==> config.mk <==
export PLATFORM = sky130hd
export DESIGN_NAME = link_cfg_loader
export DESIGN_NICKNAME = d
export VERILOG_FILES = /design/src/rtl/link_cfg_pkg.sv /design/src/rtl/l1_entry_timer.sv /design/src/rtl/link_cfg_loader.sv
export VERILOG_INCLUDE_DIRS = /design/src /design/src/rtl
export SDC_FILE = /design/constraint.sdc
export NUM_CORES = 1
export LEC_CHECK = 0
export BUFFER_PORTS_ARGS = -buffer_cell sky130_fd_sc_hd__buf_2
export CAP_MARGIN = 30
export CORE_ASPECT_RATIO = 1.2
export CORE_MARGIN = 2
export CORE_UTILIZATION = 39
export DETAILED_ROUTE_END_ITERATION = 12
export PLACE_DENSITY = 0.67
export RECOVER_POWER = 25
export SETUP_SLACK_MARGIN = 0.05
export SLEW_MARGIN = 30
export SYNTH_ARGS = -nofsm -noshare
export SYNTH_HDL_FRONTEND = slang
export SYNTH_SLANG_ARGS = --single-unit
==> constraint.sdc <==
create_clock -name clk_sys -period 2.5 [get_ports clk_sys]
set_input_delay 0.375 -clock clk_sys [delete_from_list [all_inputs] [get_ports clk_sys]]
set_output_delay 0.375 -clock clk_sys [all_outputs]
set_load 0.005 [all_outputs]
==> src/rtl/link_cfg_defs.svh <==
`ifndef LINK_CFG_DEFS_SVH
`define LINK_CFG_DEFS_SVH

// register indices; byte address is four times the index
`define LCW_WORD_IDX 8'h1b
`define LCW_STAT_IDX 8'h1c

// configuration word reset value and reserved positions
`define LCW_WORD_RST 16'h8403
`define LCW_RSV_MASK 16'h47c0
`define LCW_RSV_VAL  16'h0400

// field positions within the configuration word
`define LCW_B_RXOVR  15
`define LCW_B_LDINH  13
`define LCW_B_LREVD  12
`define LCW_B_GOODR  11
`define LCW_B_L2BLK  5
`define LCW_B_SKPD   4
`define LCW_B_CGATE  3
`define LCW_B_EIMSK  2
`define LCW_B_L1SEL  1

// status register bit positions
`define LCW_S_READY  0
`define LCW_S_LOCK   1
`define LCW_S_NVMOK  2
`define LCW_S_RSVBAD 3
`define LCW_S_PARTN  4

// timing
`define LCW_CLK_MHZ  100
`define LCW_L1_T0_US 64
`define LCW_L1_T1_US 256
`define LCW_L1_T2_US 1000
`define LCW_L1_T3_US 4000

`endif

==> src/rtl/link_cfg_pkg.sv <==
package link_cfg_pkg;

  typedef enum logic [1:0]
  {
    ST_WAIT_LOAD = 2'b01,
    ST_READY     = 2'b10
  } load_state_t;

  typedef struct packed
  {
    logic       rx_override;
    logic       linkdown_inhibit;
    logic       lane_rev_off;
    logic       good_recovery;
    logic       l2_block;
    logic       skp_off;
    logic       clock_gate;
    logic       eidle_mask;
    logic [1:0] l1_sel;
  } cfg_fields_t;

endpackage

==> src/rtl/l1_entry_timer.sv <==
`timescale 1ns/1ns
module l1_entry_timer #(
  parameter int CYC0 = 6400,
  parameter int CYC1 = 25600,
  parameter int CYC2 = 100000,
  parameter int CYC3 = 400000
) (
  input  wire logic       clk_sys,
  input  wire logic       srst,
  input  wire logic       in_l0s,
  input  wire logic [1:0] sel,
  output logic            l1_entry_req
);

  logic [19:0] cnt_q;
  logic [19:0] cnt_d;
  logic        done_q;
  logic        done_d;
  logic [19:0] target;
  logic        fire;

  always_comb
  begin
    case (sel)
      2'b00:   target = 20'(CYC0);
      2'b01:   target = 20'(CYC1);
      2'b10:   target = 20'(CYC2);
      default: target = 20'(CYC3);
    endcase
  end

  assign fire = in_l0s && !done_q && (cnt_q == target - 20'h0_0001);

  always_comb
  begin
    cnt_d  = cnt_q;
    done_d = done_q;
    if (!in_l0s)
    begin
      cnt_d  = 20'h0_0000;
      done_d = 1'b0;
    end
    else if (fire)
    begin
      done_d = 1'b1;
    end
    else if (!done_q)
    begin
      cnt_d = cnt_q + 20'h0_0001;
    end
  end

  always_ff @(posedge clk_sys)
  begin
    if (srst)
    begin
      cnt_q        <= 20'h0_0000;
      done_q       <= 1'b0;
      l1_entry_req <= 1'b0;
    end
    else
    begin
      cnt_q        <= cnt_d;
      done_q       <= done_d;
      l1_entry_req <= fire;
    end
  end

  chk_l1_delay_exact: assert property (@(posedge clk_sys) disable iff (srst)
    l1_entry_req |-> $past(in_l0s) && $past(cnt_q) == target - 20'h0_0001)
    else $error("l1 entry request at wrong count");

endmodule

==> src/rtl/link_cfg_loader.sv <==
// Notes on behaviour
// - presence override forces partner detected
// - link loss resets core unless inhibited; code ignores link loss until cfg_ready is set
// - lane reversal allowed only when bit clear
// - forced good recovery drives recovery to link-up
// - extended fast-training flag set in TS1/TS2
// - L2 entry blocked when bit set
// - skip insertion stops when bit set
// - L0s clock gating only when enabled
// - idle mask skips illegal idle sequence check
// - masked: either idle form alone is valid
// - L1 entry delay 64us/256us/1ms/4ms
// - settings come from the single config word
//
// Our own choice: register access over APB.
`timescale 1ns/1ns
`include "link_cfg_defs.svh"
module link_cfg_loader #(
  parameter int L1_CYC0 = `LCW_L1_T0_US * `LCW_CLK_MHZ,
  parameter int L1_CYC1 = `LCW_L1_T1_US * `LCW_CLK_MHZ,
  parameter int L1_CYC2 = `LCW_L1_T2_US * `LCW_CLK_MHZ,
  parameter int L1_CYC3 = `LCW_L1_T3_US * `LCW_CLK_MHZ
) (
  input  wire logic        clk_sys,
  input  wire logic        srst,
  input  wire logic [7:0]  paddr,
  input  wire logic        psel,
  input  wire logic        penable,
  input  wire logic        pwrite,
  input  wire logic [31:0] pwdata,
  output logic [31:0]      prdata,
  output logic             pready,
  output logic             pslverr,
  input  wire logic        nvm_load_done,
  input  wire logic        nvm_word_valid,
  input  wire logic [15:0] nvm_word,
  input  wire logic        training_start,
  input  wire logic        rx_detect_seen,
  input  wire logic        link_down,
  input  wire logic        in_l0s,
  input  wire logic        eidle_os_seen,
  input  wire logic        eidle_cm_seen,
  output logic             cfg_ready,
  output logic             partner_detected,
  output logic             core_reset_req,
  output logic             lane_reversal_allow,
  output logic             recovery_force_good,
  output logic             long_fast_training_request,
  output logic             l2_entry_allow,
  output logic             skp_insert_en,
  output logic             standby_clock_gating_on,
  output logic             eidle_valid,
  output logic             eidle_illegal,
  output logic             l1_entry_req
);

  localparam logic [7:0] WORD_ADDR = 8'(`LCW_WORD_IDX * 4);
  localparam logic [7:0] STAT_ADDR = 8'(`LCW_STAT_IDX * 4);

  link_cfg_pkg::load_state_t state_q;
  link_cfg_pkg::load_state_t state_d;
  link_cfg_pkg::cfg_fields_t cfg;
  logic [15:0]               word_q;
  logic [15:0]               word_d;
  logic                      lock_q;
  logic                      lock_d;
  logic                      nvm_ok_q;
  logic                      nvm_ok_d;
  logic                      rst_req_q;
  logic                      rst_req_d;
  logic [31:0]               rdata_q;
  logic [31:0]               rdata_d;
  logic                      err_q;
  logic                      err_d;
  logic                      setup;
  logic                      access;
  logic                      hit_word;
  logic                      hit_stat;
  logic                      wr_ok;
  logic                      rsv_bad;
  logic [15:0]               status;

  // decoded view of the active word
  always_comb
  begin
    cfg.rx_override      = word_q[`LCW_B_RXOVR];
    cfg.linkdown_inhibit = word_q[`LCW_B_LDINH];
    cfg.lane_rev_off     = word_q[`LCW_B_LREVD];
    cfg.good_recovery    = word_q[`LCW_B_GOODR];
    cfg.l2_block         = word_q[`LCW_B_L2BLK];
    cfg.skp_off          = word_q[`LCW_B_SKPD];
    cfg.clock_gate       = word_q[`LCW_B_CGATE];
    cfg.eidle_mask       = word_q[`LCW_B_EIMSK];
    cfg.l1_sel           = word_q[`LCW_B_L1SEL -: 2];
  end

  // apb decode; read data captured in setup, zero-wait access
  assign setup    = psel && !penable;
  assign access   = psel && penable;
  assign hit_word = (paddr == WORD_ADDR);
  assign hit_stat = (paddr == STAT_ADDR);
  assign wr_ok    = access && pwrite && hit_word && cfg_ready && !lock_q;
  assign pready   = access;
  assign pslverr  = access && err_q;
  assign prdata   = rdata_q;

  assign rsv_bad = ((word_q & `LCW_RSV_MASK) != `LCW_RSV_VAL);

  always_comb
  begin
    status                 = 16'h0000;
    status[`LCW_S_READY]   = cfg_ready;
    status[`LCW_S_LOCK]    = lock_q;
    status[`LCW_S_NVMOK]   = nvm_ok_q;
    status[`LCW_S_RSVBAD]  = rsv_bad;
    status[`LCW_S_PARTN]   = partner_detected;
  end

  always_comb
  begin
    rdata_d = rdata_q;
    err_d   = err_q;
    if (setup)
    begin
      rdata_d = 32'h0000_0000;
      err_d   = 1'b0;
      if (hit_word)
      begin
        rdata_d = {16'h0000, word_q};
        err_d   = pwrite && (!cfg_ready || lock_q);
      end
      else if (hit_stat)
      begin
        rdata_d = {16'h0000, status};
        err_d   = pwrite;
      end
      else
      begin
        err_d = 1'b1;
      end
    end
  end

  // load sequencer
  always_comb
  begin
    state_d  = state_q;
    word_d   = word_q;
    nvm_ok_d = nvm_ok_q;
    lock_d   = lock_q;
    case (state_q)
      link_cfg_pkg::ST_WAIT_LOAD:
      begin
        if (nvm_load_done)
        begin
          state_d  = link_cfg_pkg::ST_READY;
          nvm_ok_d = nvm_word_valid;
          word_d   = nvm_word_valid ? nvm_word : `LCW_WORD_RST;
        end
      end
      link_cfg_pkg::ST_READY:
      begin
        if (training_start)
        begin
          lock_d = 1'b1;
        end
        if (wr_ok)
        begin
          word_d = pwdata[15:0];
        end
      end
      default:
      begin
        state_d = link_cfg_pkg::ST_WAIT_LOAD;
      end
    endcase
  end

  assign cfg_ready = (state_q == link_cfg_pkg::ST_READY);

  // core reset request on link loss
  assign rst_req_d = link_down && cfg_ready && !cfg.linkdown_inhibit;

  always_ff @(posedge clk_sys)
  begin
    if (srst)
    begin
      state_q   <= link_cfg_pkg::ST_WAIT_LOAD;
      word_q    <= `LCW_WORD_RST;
      nvm_ok_q  <= 1'b0;
      lock_q    <= 1'b0;
      rst_req_q <= 1'b0;
      rdata_q   <= 32'h0000_0000;
      err_q     <= 1'b0;
    end
    else
    begin
      state_q   <= state_d;
      word_q    <= word_d;
      nvm_ok_q  <= nvm_ok_d;
      lock_q    <= lock_d;
      rst_req_q <= rst_req_d;
      rdata_q   <= rdata_d;
      err_q     <= err_d;
    end
  end

  assign core_reset_req             = rst_req_q;
  assign partner_detected           = cfg.rx_override || rx_detect_seen;
  assign lane_reversal_allow        = !cfg.lane_rev_off;
  assign recovery_force_good        = cfg.good_recovery;
  // partner answers with the long fast-training run
  assign long_fast_training_request = cfg.good_recovery;
  assign l2_entry_allow             = !cfg.l2_block;
  assign skp_insert_en              = !cfg.skp_off;
  assign standby_clock_gating_on    = cfg.clock_gate && in_l0s;

  // idle sequence check; masked mode takes either form
  assign eidle_valid   = cfg.eidle_mask ? (eidle_os_seen || eidle_cm_seen)
                                        : (eidle_os_seen && eidle_cm_seen);
  assign eidle_illegal = !cfg.eidle_mask && (eidle_os_seen != eidle_cm_seen);

  l1_entry_timer #(
    .CYC0 (L1_CYC0),
    .CYC1 (L1_CYC1),
    .CYC2 (L1_CYC2),
    .CYC3 (L1_CYC3)
  ) u_l1_timer (
    .clk_sys      (clk_sys),
    .srst         (srst),
    .in_l0s       (in_l0s),
    .sel          (cfg.l1_sel),
    .l1_entry_req (l1_entry_req)
  );

  chk_rx_override: assert property (@(posedge clk_sys) disable iff (srst)
    word_q[15] |-> partner_detected)
    else $error("override set but partner not detected");

  chk_linkdown_reset: assert property (@(posedge clk_sys) disable iff (srst)
    link_down && cfg_ready |=> core_reset_req == !$past(word_q[13]))
    else $error("core reset on link loss wrong");

  chk_lane_reversal: assert property (@(posedge clk_sys) disable iff (srst)
    lane_reversal_allow != word_q[`LCW_B_LREVD])
    else $error("lane reversal still allowed");

  chk_good_recovery: assert property (@(posedge clk_sys) disable iff (srst)
    recovery_force_good == word_q[11] && long_fast_training_request == word_q[11])
    else $error("recovery or fast-training flag mismatch");

  chk_l2_skip: assert property (@(posedge clk_sys) disable iff (srst)
    (l2_entry_allow != word_q[5]) && (skp_insert_en != word_q[4]))
    else $error("l2 or skip control mismatch");

  chk_clock_gate: assert property (@(posedge clk_sys) disable iff (srst)
    standby_clock_gating_on == (in_l0s && word_q[`LCW_B_CGATE]))
    else $error("clock gating outside enabled l0s");

  chk_eidle_masked: assert property (@(posedge clk_sys) disable iff (srst)
    word_q[2] |-> !eidle_illegal)
    else $error("illegal idle flagged while masked");

  chk_eidle_either: assert property (@(posedge clk_sys) disable iff (srst)
    word_q[2] && (eidle_os_seen != eidle_cm_seen) |-> eidle_valid)
    else $error("single idle form refused while masked");

  chk_load_word: assert property (@(posedge clk_sys) disable iff (srst)
    !cfg_ready && nvm_load_done && nvm_word_valid |=> cfg_ready && word_q == $past(nvm_word))
    else $error("nonvolatile word not applied");

  chk_load_default: assert property (@(posedge clk_sys) disable iff (srst)
    !cfg_ready && nvm_load_done && !nvm_word_valid |=> word_q == `LCW_WORD_RST)
    else $error("defaults not applied");

  chk_locked_stable: assert property (@(posedge clk_sys) disable iff (srst)
    lock_q |=> $stable(word_q) && lock_q)
    else $error("settings changed after training start");

  chk_apb_zero_wait: assert property (@(posedge clk_sys) disable iff (srst)
    psel && penable |-> pready)
    else $error("access phase without ready");

  chk_unmapped_error: assert property (@(posedge clk_sys) disable iff (srst)
    access && !hit_word && !hit_stat |-> pslverr)
    else $error("unmapped access not flagged");

  chk_locked_write_refused: assert property (@(posedge clk_sys) disable iff (srst)
    access && pwrite && hit_word && lock_q |=> $stable(word_q))
    else $error("word written while locked");

  chk_ready_sticky: assert property (@(posedge clk_sys) disable iff (srst)
    cfg_ready |=> cfg_ready)
    else $error("ready dropped without reset");

  chk_reset_inhibited: assert property (@(posedge clk_sys) disable iff (srst)
    link_down && word_q[`LCW_B_LDINH] |=> !core_reset_req)
    else $error("core reset despite inhibit");

  chk_reset_before_load: assert property (@(posedge clk_sys) disable iff (srst)
    !cfg_ready |=> !core_reset_req)
    else $error("core reset before word loaded");

  chk_l1_single_pulse: assert property (@(posedge clk_sys) disable iff (srst)
    l1_entry_req |=> !l1_entry_req)
    else $error("l1 entry request longer than one cycle");

endmodule

==> results.json <==
{
  "status": "finished clean",
  "grt_pass1_wl_mm": 12.8,
  "drv_cap": 0,
  "h-tree-depth": 3,
  "seq_area_frac_synth_pct": 38.6,
  "io_buffers": 82,
  "netlist_instances": 384,
  "worst_pin_slew_ns": 0.861,
  "crit_type": "flop to flop",
  "die_x_um": 85.6,
  "dr.pass1.iters": 7,
  "path_max_fanout": 5,
  "period_share_pct": 94.7,
  "dieHeight_um": 102,
  "cts_buffers": 9,
  "hold_path_class": "input pin to flop",
  "yosysWarnings": 0,
  "drt_iter0_drc": 90,
  "fp-row-count": 35,
  "final.setup.tns_ns": 0,
  "holdWs_ns": 0.276,
  "io_pins": 115,
  "syn_area_sq_um": 3110,
  "clk_root_buffer_cell": "clkbuf_8",
  "wl_per_cell_um": 13.9,
  "netSwitchingPower_uw": 563,
  "final_cells": 560,
  "ys_seq_elements": 60,
  "numClockSinks": 60,
  "p_total_mw": 2.35,
  "powerDensity_nw_per_um2": 612,
  "clk_path_buf_depth": 2,
  "async_reset_ff_share_pct": 0,
  "max-vdd-ir-drop_mv": 0.430,
  "antenna_found_initial": 1,
  "clkPwrFrac_pct": 46.3,
  "clock_latency_ns": 0.34,
  "syn_avg_cell_area_sq_um": 8.11,
  "start_util_pct": 40.4,
  "dpl-instance-area_sq_um": 3550,
  "required_ns": 2.73,
  "pre_cts_slack_ns": 0.0500,
  "post_drt_via_cell_ratio": 5.21,
  "rsz0062_at_grt": "true",
  "power_switching_share_pct": 23.9,
  "routed_wl_mm": 7.80,
  "grt_usage_pct": 18.3,
  "postLayoutCellArea_sq_um": 3850,
  "antenna_left": 0,
  "start_kind": "flop",
  "grt_max_degree": 39,
  "slew_violations": 0,
  "fin_worst_skew_ns": 0.00550,
  "place.gp.congestion": 0.810,
  "drive_above_1_share_pct": 24.2,
  "synth_cell_types": 52,
  "setup_violations": 0,
  "hold_viol_final": 0,
  "die-area_sq_um": 8720,
  "core_sq_um": 7710,
  "power.leakage_nw": 1.58,
  "fin_util_pct": 49.9,
  "drc": 0,
  "grt.overflow.total": 0,
  "finalNetCount": 541,
  "cts_tree": "built",
  "clock.fmax_ghz": 0.423,
  "hold_buffers": 0,
  "synth_top_flop_cell": "dfxtp_1",
  "clkTransAtPathRegs_ns": 0.07,
  "grt_pass1_vias": 2843,
  "p_int_mw": 1.79,
  "p_comb_share_pct": 10.3,
  "critPathArrivalTime_ns": 2.60,
  "place_inst": 540,
  "worst_slack_ns": 0.134,
  "dpl.hpwl_mm": 5.64,
  "synth-edff-count": 0,
  "min_period_ns": 2.37,
  "critPathCaptureType": "flop",
  "area_delta_synth_final_pct": 23.5,
  "max_slew_margin_pct": 42.6,
  "seqPwrFrac_pct": 43.4,
  "vias": 2915
}
## kinds of logic (layout without fill, tap and decap cells)
group,after synthesis,in the layout,synth area share (%)
AND/OR/NAND/NOR,168,168,26.4
other,1,17,0.120
AO/OA/AOI/OAI,69,70,16.4
multiplexers,3,3,0.964
buffers and inverters,58,125,9.32
flip-flops,60,60,38.6
XOR/XNOR,15,15,4.22
adder cells (fa/ha/maj),10,10,4.02
## cell usage after synthesis (all sizes together), types with 3 or more instances
master | n | area share (%)
nor4b | 3 | 1.0
nand2b | 4 | 0.80
buf | 24 | 5.2
a2111oi | 3 | 1.5
nand2 | 41 | 4.9
dfxtp | 60 | 39
xnor2 | 13 | 3.7
nor2 | 45 | 5.4
o21ai | 6 | 0.96
and3 | 7 | 1.4
mux2i | 3 | 0.96
a31oi | 4 | 0.80
a31o | 4 | 1.1
a211oi | 6 | 1.6
ha | 10 | 4.0
nor2b | 3 | 0.60
a311oi | 12 | 3.4
nand3 | 32 | 5.1
clkbuf | 18 | 2.2
nand3b | 4 | 0.96
or3 | 4 | 0.80
nand4 | 3 | 0.60
a221oi | 5 | 1.4
a21oi | 22 | 3.7
or2 | 3 | 0.60
inv | 16 | 1.9
nor3 | 7 | 1.1
## layout by cell type (no fill, tap or decap), types with 12 or more instances in the layout
cell      netlist  final
nand3_1        32     32
a311oi_1       12     12
xnor2_1        13     13
dfxtp_1        60     58
a21oi_1        21     21
inv_1          15     15
conb_1          1     16
buf_2           4     73
nor2_1         45     45
nand2_1        41     41
## final cells by class
cell class	count	area [sq um]
Fill cell	754	3860
Multi-Input combinational cell	282	1720
Sequential cell	60	1200
Timing Repair Buffer	93	494
Clock buffer	10	138
Tap cell	92	115
Clock inverter	6	111
Inverter	16	60.1
Antenna cell	1	2.50
## critical path: stages, from the launching register on
cell       delay [ns]
dfxtp_2          0.35
ha_1             0.22
or3_1            0.30
a2111o_1         0.45
a2111oi_4        0.38
buf_4            0.22
a211oi_4         0.08
a41o_1           0.26
## flip-flops by register name, indices dropped and copies added, names as in the netlist
register / flops
state_q: 2
word_q: 16
core_reset_req: 1
err_q: 1
u_l1_timer.l1_entry_req: 1
u_l1_timer.cnt_q: 20
nvm_ok_q: 1
lock_q: 1
u_l1_timer.done_q: 1
prdata: 16
## power groups by stage
stage / registers (mW) / logic [mW] / clock network (mW)
global route: 1.03 / 0.276 / 1.15
CTS: 1.02 / 0.244 / 1.11
detailed placement: 1.04 / 0.243 / 0
global placement: 1.04 / 0.240 / 0
floorplan: 1.03 / 0.169 / 0
finish: 1.02 / 0.242 / 1.09
## path summary, 6_finish.rpt
kind	end	cells past startpoint	slack [ns]	start
setup / recovery	u_l1_timer.cnt_q[11]	7	0.13	word_q[0]
hold / removal	lock_q	3	0.28	training_start
setup reg to reg	u_l1_timer.cnt_q[11]	7	0.13	word_q[0]
hold reg to reg	prdata[5]	2	0.45	prdata[5]
## per-layer routing
layer	track usage (%)	wire, um	vias to the layer above
met5	0	0	-
met4	7.69	139	0
met3	5.17	406	13
met2	31.7	3880	82
met1	21.2	3370	1345
li1	-	-	1475
## repair_timing
action                                  4_1_cts  5_1_grt
pin swaps                                     0        3
cloned                                        0        2
setup buffers                                 0        1
resized for setup                             1       10
endpoints found under the setup margin        5       13
(Power assumes the default switching activity.)
